[config.mk]
export PLATFORM = sky130hd
export DESIGN_NAME = ttd_test_data_regs
export DESIGN_NICKNAME = d
export VERILOG_FILES = /design/src/rtl/ttd_pkg.sv /design/src/rtl/ttd_test_data_regs.sv
export VERILOG_INCLUDE_DIRS = /design/src /design/src/rtl
export SDC_FILE = /design/constraint.sdc
export NUM_CORES = 1
export LEC_CHECK = 0
export BUFFER_PORTS_ARGS = -buffer_cell sky130_fd_sc_hd__buf_2
export CAP_MARGIN = 10
export CORE_ASPECT_RATIO = 0.75
export CORE_MARGIN = 5
export CORE_UTILIZATION = 35
export DETAILED_ROUTE_END_ITERATION = 10
export PLACE_DENSITY = 0.53
export SYNTH_ARGS = -nofsm -noshare
export SYNTH_HDL_FRONTEND = slang
export SYNTH_HIERARCHICAL = 1
export SYNTH_SLANG_ARGS = --single-unit
[constraint.sdc]
create_clock -name core_clk_i -period 6.5 [get_ports core_clk_i]
set_clock_uncertainty 0.05 [all_clocks]
set_input_delay 0.975 -clock core_clk_i [delete_from_list [all_inputs] [get_ports core_clk_i]]
set_output_delay 0.975 -clock core_clk_i [all_outputs]
set_load 0.005 [all_outputs]
[src/rtl/ttd_params.svh]
// constants for the test data register block
`ifndef TTD_PARAMS_SVH
`define TTD_PARAMS_SVH
`define TTD_IR_W 4
`define TTD_SEL_W 4
`define TTD_ID_W 32
`define TTD_IR_EXTEST 4'h0
`define TTD_IR_SCAN_N 4'h2
`define TTD_IR_SAMPLE 4'h3
`define TTD_IR_RESTART 4'h4
`define TTD_IR_CLAMP 4'h5
`define TTD_IR_HIGHZ 4'h7
`define TTD_IR_CLAMPZ 4'h9
`define TTD_IR_INTEST 4'hC
`define TTD_IR_IDCODE 4'hE
`define TTD_IR_BYPASS 4'hF
`define TTD_IR_CAPTURE 4'h1
`define TTD_SEL_CAPTURE 4'h8
`define TTD_BYPASS_CAPTURE 1'b0
`define TTD_CHAIN_CORE 4'h0
`define TTD_CHAIN_DEBUG 4'h1
`define TTD_CHAIN_BPU 4'h2
`define TTD_CHAIN_EXT 4'h3
`define TTD_CHAIN_RSV_A 4'h4
`define TTD_CHAIN_RSV_B 4'h8
`define TTD_CHAIN_RESET 4'h0
`define TTD_CH0_LEN 105
`define TTD_CH1_LEN 33
`define TTD_CH2_LEN 38
`define TTD_ID_VER_MSB 31
`define TTD_ID_VER_LSB 28
`define TTD_ID_PART_MSB 27
`define TTD_ID_PART_LSB 12
`define TTD_ID_MAKER_MSB 11
`define TTD_ID_MAKER_LSB 1
`define TTD_ID_MARK_BIT 0
`define TTD_FIFO_DEPTH 8
`endif

[src/rtl/ttd_pkg.sv]
// types shared by the test data register block
package ttd_pkg;
    typedef enum logic [3:0] {
        TAP_RESET, TAP_IDLE, TAP_SEL_DR, TAP_CAP_DR, TAP_SHIFT_DR,
        TAP_EXIT1_DR, TAP_PAUSE_DR, TAP_EXIT2_DR, TAP_UPD_DR,
        TAP_SEL_IR, TAP_CAP_IR, TAP_SHIFT_IR, TAP_EXIT1_IR,
        TAP_PAUSE_IR, TAP_EXIT2_IR, TAP_UPD_IR
    } ttd_tap_state_t;
    typedef enum logic [2:0] {
        DR_BYPASS, DR_ID, DR_SEL, DR_CH0, DR_CH1, DR_CH2, DR_EXT
    } ttd_dr_t;
    typedef enum logic [1:0] {
        MODE_SYSTEM, MODE_INTEST, MODE_EXTEST
    } ttd_mode_t;
endpackage : ttd_pkg

[src/rtl/ttd_test_data_regs.sv]
// test data registers, scan chains and word fifo behind the test port
`timescale 1ns/1ns
`include "ttd_params.svh"

module ttd_word_fifo #(
    parameter int WIDTH = 8,
    parameter int DEPTH = 8
) (
    input wire logic core_clk_i, // core clock
    input wire logic resetn_i, // async reset, low
    input wire logic [WIDTH-1:0] in_data_i, // write data
    input wire logic in_valid_i, // write request
    output logic in_ready_o, // room left
    output logic [WIDTH-1:0] out_data_o, // head word
    output logic out_valid_o, // head valid
    input wire logic out_ready_i // reader takes head
);
    localparam int AW = $clog2(DEPTH);
    typedef struct packed {
        logic [AW-1:0] wr;
        logic [AW-1:0] rd;
        logic [AW:0] cnt;
    } ttd_fifo_st_t;
    ttd_fifo_st_t st_q, st_d;
    logic [WIDTH-1:0] mem_q [DEPTH];
    logic push, pop;

    assign in_ready_o = (st_q.cnt != (AW+1)'(DEPTH));
    assign out_valid_o = (st_q.cnt != '0);
    assign out_data_o = mem_q[st_q.rd];
    assign push = in_valid_i && in_ready_o;
    assign pop = out_valid_o && out_ready_i;

    always_comb begin
        st_d = st_q;
        if (push) begin
            st_d.wr = (st_q.wr == AW'(DEPTH-1)) ? '0 : st_q.wr + 1'b1;
        end
        if (pop) begin
            st_d.rd = (st_q.rd == AW'(DEPTH-1)) ? '0 : st_q.rd + 1'b1;
        end
        st_d.cnt = st_q.cnt + (AW+1)'(push) - (AW+1)'(pop);
    end

    always_ff @(posedge core_clk_i or negedge resetn_i) begin
        if (!resetn_i) begin
            st_q <= '0;
        end else begin
            st_q <= st_d;
        end
    end

    always_ff @(posedge core_clk_i) begin
        if (push) begin
            mem_q[st_q.wr] <= in_data_i;
        end
    end
endmodule : ttd_word_fifo

module ttd_test_data_regs #(
    parameter logic [3:0] ID_VERSION = 4'h1, // arbitrary value
    parameter logic [15:0] ID_PART = 16'h1234, // arbitrary value
    parameter logic [10:0] ID_MAKER = 11'h055, // arbitrary value
    parameter logic [`TTD_CH0_LEN+`TTD_CH1_LEN-1:0] OUT_CELLS = '0,
    parameter int FIFO_DEPTH = `TTD_FIFO_DEPTH
) (
    input wire logic core_clk_i, // core clock
    input wire logic resetn_i, // async reset, low
    input wire logic tck_i, // test clock pin
    input wire logic tms_i, // test mode select pin
    input wire logic tdi_i, // test data in pin
    input wire logic trst_n_i, // test reset pin, low
    output logic tdo_o, // test data out
    output logic tdo_oe_n_o, // tdo enable, low drives
    output logic [3:0] active_chain_number_out_o, // active chain
    output logic [3:0] current_instruction_out_o, // current instruction
    output logic [3:0] port_state_out_o, // port state
    output logic test_clock_phase_one_o, // tck high phase
    output logic test_clock_phase_two_o, // tck low phase
    output logic ext_chain_serial_out_o, // to external chain
    input wire logic ext_chain_serial_in_i, // from external chain
    input wire logic [`TTD_CH0_LEN+`TTD_CH1_LEN-1:0] cell_normal_i, // normal
    output logic [`TTD_CH0_LEN+`TTD_CH1_LEN-1:0] cell_drive_o, // onward
    output logic [1:0] scan_mode_o, // system, intest, extest
    output logic [`TTD_CH2_LEN-1:0] bp_word_o, // breakpoint word
    output logic bp_word_valid_o, // word waiting
    input wire logic bp_word_ready_i, // word taken
    output logic bp_fifo_ready_o // room for next word
);
    localparam int NC = `TTD_CH0_LEN + `TTD_CH1_LEN;
    localparam logic [`TTD_ID_W-1:0] ID_VALUE =
        {ID_VERSION, ID_PART, ID_MAKER, 1'b1};

    typedef struct packed {
        logic [2:0] tck_s;
        logic [1:0] tms_s;
        logic [1:0] tdi_s;
        logic [1:0] trst_s;
        logic [1:0] ext_s;
        ttd_pkg::ttd_tap_state_t tap;
        logic [`TTD_IR_W-1:0] ir_shift;
        logic [`TTD_IR_W-1:0] ir;
        logic bypass;
        logic [`TTD_ID_W-1:0] id;
        logic [`TTD_SEL_W-1:0] sel;
        logic [`TTD_SEL_W-1:0] chain;
        logic [`TTD_CH0_LEN-1:0] ch0;
        logic [`TTD_CH1_LEN-1:0] ch1;
        logic [`TTD_CH2_LEN-1:0] ch2;
        logic ext_out;
        logic tdo;
        logic tdo_oe_n;
        logic push;
    } ttd_state_t;

    ttd_state_t st_q, st_d;
    logic rise, fall, tms, tdi, path_bit;
    ttd_pkg::ttd_dr_t dr;
    ttd_pkg::ttd_mode_t mode;

    assign rise = st_q.tck_s[1] && !st_q.tck_s[2];
    assign fall = !st_q.tck_s[1] && st_q.tck_s[2];
    assign tms = st_q.tms_s[1];
    assign tdi = st_q.tdi_s[1];

    // data register in the serial path for this instruction and chain
    always_comb begin
        dr = ttd_pkg::DR_BYPASS;
        case (st_q.ir)
            `TTD_IR_SCAN_N: dr = ttd_pkg::DR_SEL;
            `TTD_IR_IDCODE: dr = ttd_pkg::DR_ID;
            `TTD_IR_EXTEST, `TTD_IR_INTEST, `TTD_IR_SAMPLE: begin
                case (st_q.chain)
                    `TTD_CHAIN_CORE: dr = ttd_pkg::DR_CH0;
                    `TTD_CHAIN_DEBUG: dr = ttd_pkg::DR_CH1;
                    `TTD_CHAIN_BPU: dr = ttd_pkg::DR_CH2;
                    `TTD_CHAIN_RSV_A, `TTD_CHAIN_RSV_B: dr = ttd_pkg::DR_BYPASS;
                    default: dr = ttd_pkg::DR_EXT;
                endcase
            end
            default: dr = ttd_pkg::DR_BYPASS;
        endcase
    end

    always_comb begin
        case (st_q.ir)
            `TTD_IR_INTEST: mode = ttd_pkg::MODE_INTEST;
            `TTD_IR_EXTEST: mode = ttd_pkg::MODE_EXTEST;
            default: mode = ttd_pkg::MODE_SYSTEM;
        endcase
    end

    // bit presented to tdo: lsb of the active path
    always_comb begin
        path_bit = st_q.bypass;
        if (st_q.tap == ttd_pkg::TAP_SHIFT_IR) begin
            path_bit = st_q.ir_shift[0];
        end else begin
            case (dr)
                ttd_pkg::DR_ID: path_bit = st_q.id[0];
                ttd_pkg::DR_SEL: path_bit = st_q.sel[0];
                ttd_pkg::DR_CH0: path_bit = st_q.ch0[0];
                ttd_pkg::DR_CH1: path_bit = st_q.ch1[0];
                ttd_pkg::DR_CH2: path_bit = st_q.ch2[0];
                ttd_pkg::DR_EXT: path_bit = st_q.ext_s[1];
                default: path_bit = st_q.bypass;
            endcase
        end
    end

    always_comb begin
        st_d = st_q;
        st_d.tck_s = {st_q.tck_s[1:0], tck_i};
        st_d.tms_s = {st_q.tms_s[0], tms_i};
        st_d.tdi_s = {st_q.tdi_s[0], tdi_i};
        st_d.trst_s = {st_q.trst_s[0], trst_n_i};
        st_d.ext_s = {st_q.ext_s[0], ext_chain_serial_in_i};
        st_d.push = 1'b0;
        if (rise) begin
            case (st_q.tap)
                ttd_pkg::TAP_CAP_DR: begin
                    case (dr)
                        ttd_pkg::DR_BYPASS:
                            st_d.bypass = `TTD_BYPASS_CAPTURE;
                        ttd_pkg::DR_ID: st_d.id = ID_VALUE;
                        ttd_pkg::DR_SEL:
                            st_d.sel = `TTD_SEL_CAPTURE;
                        ttd_pkg::DR_CH0:
                            st_d.ch0 = cell_normal_i[`TTD_CH0_LEN-1:0];
                        ttd_pkg::DR_CH1:
                            st_d.ch1 = cell_normal_i[NC-1:`TTD_CH0_LEN];
                        default: st_d.push = 1'b0;
                    endcase
                end
                ttd_pkg::TAP_SHIFT_DR: begin
                    case (dr)
                        ttd_pkg::DR_ID: st_d.id = {tdi, st_q.id[31:1]};
                        ttd_pkg::DR_SEL:
                            st_d.sel = {tdi, st_q.sel[3:1]};
                        ttd_pkg::DR_CH0: st_d.ch0 =
                            {tdi, st_q.ch0[`TTD_CH0_LEN-1:1]};
                        ttd_pkg::DR_CH1: st_d.ch1 =
                            {tdi, st_q.ch1[`TTD_CH1_LEN-1:1]};
                        ttd_pkg::DR_CH2:
                            st_d.ch2 = {tdi, st_q.ch2[`TTD_CH2_LEN-1:1]};
                        ttd_pkg::DR_EXT: st_d.ext_out = tdi;
                        default: st_d.bypass = tdi;
                    endcase
                end
                ttd_pkg::TAP_UPD_DR: begin
                    if (dr == ttd_pkg::DR_SEL) begin
                        st_d.chain = st_q.sel;
                    end
                    // full fifo drops the word; see bp_fifo_ready_o
                    st_d.push = (dr == ttd_pkg::DR_CH2)
                        && (st_q.ir == `TTD_IR_INTEST);
                end
                ttd_pkg::TAP_CAP_IR: st_d.ir_shift = `TTD_IR_CAPTURE;
                ttd_pkg::TAP_SHIFT_IR:
                    st_d.ir_shift = {tdi, st_q.ir_shift[3:1]};
                ttd_pkg::TAP_UPD_IR: st_d.ir = st_q.ir_shift;
                default: st_d.push = 1'b0;
            endcase
            case (st_q.tap)
                ttd_pkg::TAP_RESET: st_d.tap = tms ? ttd_pkg::TAP_RESET
                                                   : ttd_pkg::TAP_IDLE;
                ttd_pkg::TAP_IDLE: st_d.tap = tms ? ttd_pkg::TAP_SEL_DR
                                                  : ttd_pkg::TAP_IDLE;
                ttd_pkg::TAP_SEL_DR: st_d.tap = tms ? ttd_pkg::TAP_SEL_IR
                                                    : ttd_pkg::TAP_CAP_DR;
                ttd_pkg::TAP_CAP_DR, ttd_pkg::TAP_SHIFT_DR:
                    st_d.tap = tms ? ttd_pkg::TAP_EXIT1_DR
                                   : ttd_pkg::TAP_SHIFT_DR;
                ttd_pkg::TAP_EXIT1_DR: st_d.tap = tms ? ttd_pkg::TAP_UPD_DR
                                                      : ttd_pkg::TAP_PAUSE_DR;
                ttd_pkg::TAP_PAUSE_DR: st_d.tap = tms ? ttd_pkg::TAP_EXIT2_DR
                                                      : ttd_pkg::TAP_PAUSE_DR;
                ttd_pkg::TAP_EXIT2_DR: st_d.tap = tms ? ttd_pkg::TAP_UPD_DR
                                                      : ttd_pkg::TAP_SHIFT_DR;
                ttd_pkg::TAP_UPD_DR, ttd_pkg::TAP_UPD_IR:
                    st_d.tap = tms ? ttd_pkg::TAP_SEL_DR : ttd_pkg::TAP_IDLE;
                ttd_pkg::TAP_SEL_IR: st_d.tap = tms ? ttd_pkg::TAP_RESET
                                                    : ttd_pkg::TAP_CAP_IR;
                ttd_pkg::TAP_CAP_IR, ttd_pkg::TAP_SHIFT_IR:
                    st_d.tap = tms ? ttd_pkg::TAP_EXIT1_IR
                                   : ttd_pkg::TAP_SHIFT_IR;
                ttd_pkg::TAP_EXIT1_IR: st_d.tap = tms ? ttd_pkg::TAP_UPD_IR
                                                      : ttd_pkg::TAP_PAUSE_IR;
                ttd_pkg::TAP_PAUSE_IR: st_d.tap = tms ? ttd_pkg::TAP_EXIT2_IR
                                                      : ttd_pkg::TAP_PAUSE_IR;
                ttd_pkg::TAP_EXIT2_IR: st_d.tap = tms ? ttd_pkg::TAP_UPD_IR
                                                      : ttd_pkg::TAP_SHIFT_IR;
                default: st_d.tap = ttd_pkg::TAP_RESET;
            endcase
        end
        if (fall) begin
            st_d.tdo = path_bit;
            st_d.tdo_oe_n = !((st_q.tap == ttd_pkg::TAP_SHIFT_DR)
                || (st_q.tap == ttd_pkg::TAP_SHIFT_IR));
        end
        if (!st_q.trst_s[1]) begin
            st_d.tap = ttd_pkg::TAP_RESET;
        end
        if (st_q.tap == ttd_pkg::TAP_RESET) begin
            st_d.ir = `TTD_IR_IDCODE;
            st_d.chain = `TTD_CHAIN_RESET;
            st_d.tdo_oe_n = 1'b1;
        end
    end

    always_ff @(posedge core_clk_i or negedge resetn_i) begin
        if (!resetn_i) begin
            st_q <= '0;
            st_q.tap <= ttd_pkg::TAP_RESET;
            st_q.ir <= `TTD_IR_IDCODE;
            st_q.ir_shift <= `TTD_IR_CAPTURE;
            st_q.chain <= `TTD_CHAIN_RESET;
            st_q.tdo_oe_n <= 1'b1;
        end else begin
            st_q <= st_d;
        end
    end

    // no update latch: drives follow the serial stage while shifting
    genvar gi;
    generate
        for (gi = 0; gi < NC; gi++) begin : g_cell
            logic stage;
            logic test;
            if (gi < `TTD_CH0_LEN) begin : g_c0
                assign stage = st_q.ch0[gi];
            end else begin : g_c1
                assign stage = st_q.ch1[gi-`TTD_CH0_LEN];
            end
            assign test = OUT_CELLS[gi] ? (mode == ttd_pkg::MODE_EXTEST)
                                        : (mode == ttd_pkg::MODE_INTEST);
            assign cell_drive_o[gi] = test ? stage
                                           : cell_normal_i[gi];
        end
    endgenerate

    ttd_word_fifo #(
        .WIDTH(`TTD_CH2_LEN),
        .DEPTH(FIFO_DEPTH)
    ) u_fifo (
        .core_clk_i(core_clk_i),
        .resetn_i(resetn_i),
        .in_data_i(st_q.ch2),
        .in_valid_i(st_q.push),
        .in_ready_o(bp_fifo_ready_o),
        .out_data_o(bp_word_o),
        .out_valid_o(bp_word_valid_o),
        .out_ready_i(bp_word_ready_i)
    );

    assign tdo_o = st_q.tdo;
    assign tdo_oe_n_o = st_q.tdo_oe_n;
    assign active_chain_number_out_o = st_q.chain;
    assign current_instruction_out_o = st_q.ir;
    assign port_state_out_o = 4'(st_q.tap);
    assign test_clock_phase_one_o = st_q.tck_s[2];
    assign test_clock_phase_two_o = !st_q.tck_s[2];
    assign ext_chain_serial_out_o = st_q.ext_out;
    assign scan_mode_o = 2'(mode);
endmodule : ttd_test_data_regs
==> metrics, run 1 <==
outcome finished, final reports clean; pin count of the biggest net entering global routing 166; number of cell rows 84; initial core utilization 35.2%; TritonCTS buffer count 58; clk slew on worst S/H paths 60 ps; DRT Pass-1 Iters 5; Clk Latency, worst-skew pair 620 ps; CP Max Fanout 43; Synth Cell Area 24500 sq um; CTS tree built; antenna-violating nets left 0; CTS resizes 0; PD cells 271 nW/um^2; Synth Warn # 6; flops & latches, synth 558; global route overflow 0; root buffer cell clkbuf_16; share of layout cells above drive strength 1 37.5%; syn avg cell area 14.3 sq um; Async SR Flop Fraction 45.5%; Slew Limit Headroom 20.2%; gpl congestion 0.825; top_reg_cell synth edfxtp_1; reg2reg path depth 5; I/O pin count 343; most frequent cells in the layout 341 x buf_2, 304 x edfxtp_1, 251 x nand2_1; global-route wire length before repair 95.9 mm; DRC 0; die area 75600 sq um; Setup Fix Bufs, Post-CTS 0; fmax 0.237 GHz; slew of the pin with the lowest slew margin 1200 ps; H-tree Lvls 2; Hold Vio Cnt, Final 0; Max Slew Vio Count 0; PortBufs 342; final setup vio count 0; DR iter-0 viols 1202; Post-Layout Inst Area 29000 sq um; hold buffers post-CTS 0; fin nets 2168; total core area 69800 sq um; Worst Path Arrival 3190 ps; Crit. End Element output pin; Seq/Total Area, Yosys 63.1%; worst reg2reg setup slack 3070 ps; Routed WL 63.2 mm; critical path class flop to output pin; vias per cell 4.95; Setup Total Neg Slack 0 ps; clock sink count 558; DP HPWL 39.2 mm; Max Root-Sink Buffers 3; Fin Hold WS 276 ps; final core occ 41.5%; Total GRT Usage 16.4%; Critical Path RT 5470 ps; final worst slack 2290 ps; Max Cap Viol 0; worst slack, placed 2820 ps; area of placed instances 27100 sq um; post-DR wirelength/cell 21.0 um; post-layout min period 4210 ps; Cell variety after synth 59; vias in the first global route 15300; Chip Width 316 um; chip height 239 um; RR Startpoint port_state_out_o[0]; area delta synth->final 18.1%; critical path launch point u_fifo/st_q[6]; commonest non-fill, non-tap cell in the layout buf_2; R2R Path End st_q[33]; LEAKAGE 0.0103 uW; Max IR drop VDD 0.203 mV; Hold Path Class input pin to async pin; post-synthesis cell count 1713; Tcrit/Tclk final 64.8%; initial antenna violation count 18; CP startpoint kind flop; syn nets 1870; RSZ-0062 raised after global routing no; Via Count 14900; EDFF count, synth 304
-- per-layer routing --
metal,track usage [%],vias up,part of all wire (%)
li1,-,6942,-
met1,23.0,7556,46
met2,25.8,330,47
met3,4.38,85,6.1
met4,3.53,14,1.6
met5,0,-,0.15
-- cell usage after synthesis (all sizes together) (4+ instances only) --
cell    instances  area (sq um)
nor2b           6          37.5
nand2         252           946
inv            13          48.8
mux4           76          1710
o21ai         152           761
mux2          223          2580
nand3          10          50.1
clkbuf         56           210
or3b            4          35.0
ha             10           125
dfrtp         249          6230
nor4            5          37.5
nor2           64           240
a21oi          15          75.1
buf            67           412
edfxtp        304          9130
dfstp           5           131
nor3            8          40.0
o211ai          4          30.0
mux2i         113          1130
a31oi          33           206
xor2            4          35.0
-- state kept, by name, indices dropped and copies added (netlist names) --
register / flops
u_fifo/mem_q: 304
g_cell.stage: 138
st_q: 84
u_fifo/st_q: 10
st_d: 6
active_chain_number_out_o: 4
current_instruction_out_o: 4
port_state_out_o: 4
ext_chain_serial_out_o: 1
tdo_o: 1
tdo_oe_n_o: 1
test_clock_phase_one_o: 1
-- metrics by stage --
| step | total power (uW) | cells |
|---|---|---|
| after floorplan | 4490 | 1713 |
| after global placement | 4750 | 2897 |
| after detailed placement | 4770 | 2897 |
| after CTS | 8010 | 3006 |
| after global routing | 8230 | 3010 |
| final | 7860 | 3015 |
-- where the power goes --
group / switching, uW / internal, uW
sequential: 152 / 3740
combinational: 371 / 391
clock: 1390 / 1810
-- worst max-delay path: stages, from the launching register on --
cell     delay, ps
dfrtp_2       1080
buf_4          600
mux4_2         380
mux2_2         300
buf_2          130
-- cell type report --
type                       count  area [sq um]
multi-input combinational   1019          8470
clock buffer                  88          1710
antenna                        9          22.5
clock inverter                21           148
tap                          946          1180
timing repair buffer         361          1900
fill                        6492         40800
inverter                      13          48.8
sequential                   558         15500
-- worst max-delay path by stage --
stage,endpoint,slack (ps),cells past startpoint
floorplan,u_fifo/mem_q[0][0],1360,5
global placement,bp_word_o[12],2890,4
detailed placement,bp_word_o[12],2820,4
CTS,bp_word_o[12],2140,4
global route,bp_word_o[12],2050,4
finish,bp_word_o[12],2290,4
-- kinds of logic (layout without fill, tap and decap cells) --
logic type / after synthesis / count (layout) / share of synthesized area [%]
muxes: 412 / 412 / 22.1
other: 0 / 9 / 0
adders and majority gates: 11 / 11 / 0.591
buffers and inverters: 136 / 483 / 2.73
xor gates and xnor gates: 6 / 6 / 0.214
AOI/OAI and AO/OA: 219 / 219 / 4.90
DFF: 558 / 558 / 63.1
and+or+nand+nor: 371 / 371 / 6.36
(Power assumes the default switching activity.)
==> inputs of run 2 (changes only) <==
--- a/config.mk
+++ b/config.mk
@@ -12,7 +12,7 @@
 export CORE_MARGIN = 5
 export CORE_UTILIZATION = 35
 export DETAILED_ROUTE_END_ITERATION = 10
-export PLACE_DENSITY = 0.53
+export PLACE_DENSITY = 0.55
 export SYNTH_ARGS = -nofsm -noshare
 export SYNTH_HDL_FRONTEND = slang
 export SYNTH_HIERARCHICAL = 1
==> constraint.sdc (replaced) <==
create_clock -name core_clk_i -period 3.8 [get_ports core_clk_i]
set_clock_uncertainty 0.05 [all_clocks]
set_input_delay 0.57 -clock core_clk_i [delete_from_list [all_inputs] [get_ports core_clk_i]]
set_output_delay 0.57 -clock core_clk_i [all_outputs]
set_load 0.005 [all_outputs]
==> run 2 against run 1 <==
Compared with the run above:
- global-route usage fell by 0.26 points
- worst setup slack got worse by 1900 ps
- flip-flop and latch count did not move
- via count rose by 1.3%
- critical path depth rose by 1
- critical endpoint is now cell_drive_o[26]
- final cell count rose by 0.50%
- largest power group unchanged
==> metrics, run 2 (synthesis gave the netlist of run 1 again) <==
fmax 0.294 GHz; Setup Fix Bufs, Post-CTS 0; CP Max Fanout 50; Setup Total Neg Slack 0 ps; critical path launch point current_instruction_out_o[0]; cells along the critical path nor2_1 -> and3_4 -> buf_12 -> mux2_2 -> buf_2; Routed WL 61.9 mm; DR iter-0 viols 919; Max Cap Viol 0; Chip Width 316 um; gpl congestion 0.820; Tcrit/Tclk final 89.4%; vias in the first global route 15700; final core occ 42.2%; final setup vio count 0; Crit. End Element output pin; root buffer cell clkbuf_16; PortBufs 342; share of layout cells above drive strength 1 38.3%; pin count of the biggest net entering global routing 106; PD cells 472 nW/um^2; Hold Path Origin cell_normal_i[121]; global-route wire length before repair 95.8 mm; slew of the pin with the lowest slew margin 1080 ps; vias per cell 4.99; Critical Path RT 3180 ps; Max IR drop VDD 0.341 mV; CTS tree built; CTS resizes 0; Max Root-Sink Buffers 3; Largest Register u_fifo/mem_q; DP HPWL 39.5 mm; commonest non-fill, non-tap cell in the layout buf_2; initial antenna violation count 5; RSZ-0062 raised after global routing no; # placed instances 2913; most frequent cells in the layout 341 x buf_2, 304 x edfxtp_1, 251 x nand2_1; Largest stage delay, worst path 610 ps; clock sink count 558; Via Count 15100; TritonCTS buffer count 57; area delta synth->final 19.9%; post-layout min period 3400 ps; DRT Pass-1 Iters 7; fin nets 2189; Max Slew Vio Count 0; I/O pin count 343; hold buffers post-CTS 6; post-DR wirelength/cell 20.4 um; LEAKAGE 0.0105 uW; global route overflow 0; antenna-violating nets left 0; outcome finished, final reports clean; Total GRT Usage 16.1%; RR Startpoint port_state_out_o[0]; Hold Path Class input pin to flop; H-tree Lvls 2; die area 75600 sq um; CP startpoint kind flop; fin cells 3030; crit path max-delay cell type and3_4; total core area 69800 sq um; Slew Limit Headroom 28.3%; DRC 0; chip height 239 um; Worst Path Arrival 2780 ps; number of cell rows 84; Clk Latency, worst-skew pair 610 ps; initial core utilization 35.2%; clk slew on worst S/H paths 60 ps; max reg flops 304; critical path class flop to output pin; Fin Hold WS 162 ps; Hold Vio Cnt, Final 0; worst reg2reg setup slack 1010 ps
==> run 2: cell count changes in the layout (fill, tap and decap cells not counted), moves of 2 or more <==
cell | before | now
buf_12 | 3 | 13
diode_2 | 9 | 4
clkbuf_8 | 12 | 9
clkbuf_1 | 17 | 13
clkinv_2 | 10 | 12
bufinv_16 | 0 | 7
clkinv_1 | 6 | 0
dlygate4sd3_1 | 0 | 6
buf_4 | 16 | 22
clkinvlp_4 | 1 | 3
clkbuf_16 | 59 | 57
==> run 2: critical path: cells and delay by family, from the launching register on <==
kind | cells | cell delay (ps)
flip-flops | 1 | 470
multiplexers | 1 | 400
buffers and inverters | 2 | 480
AND/OR/NAND/NOR | 2 | 780
==> run 2: cell type report <==
type | instances | area (sq um)
Clock buffer | 79 | 1600
Clock inverter | 28 | 395
Tap cell | 946 | 1180
Sequential cell | 558 | 15500
Multi-Input combinational cell | 1019 | 8490
Inverter | 13 | 48.8
Timing Repair Buffer | 383 | 2210
Antenna cell | 4 | 10.0
Fill cell | 6484 | 40400
==> run 2: through the flow <==
step                      power [uW]  setup WS, ps  cell area (sq um)
after floorplan                 7670          -341              24600
after global placement          8180          1040              27400
after detailed placement        8190          1020              27400
after CTS                      14100           329              29400
after global routing           14500           242              29400
final                          13900           401              29400
==> run 2: path summary, 6_finish.rpt <==
check / endpoint / depth (start not counted)
worst min-delay path: g_cell[121].stage / 3
max in group asynchronous: g_cell[54].stage / 3
worst max register to register: g_cell[75].stage / 6
min in group asynchronous: g_cell[116].stage / 2
worst min register to register: st_q[238] / 0
worst max-delay path: cell_drive_o[26] / 5
==> run 2: metal layers <==
layer	vias up	global-route usage, %	share of wire [%]
li1	6981	-	-
met2	341	25.6	47
met1	7714	23.3	47
met3	77	3.17	4.5
met4	2	3.11	1.6
met5	-	0	0.011
==> run 2: power breakdown <==
group	leakage (uW)	switching, uW	internal, uW
logic	0.00468	771	713
registers	0.00486	140	6400
clock network	0.000971	2420	3440
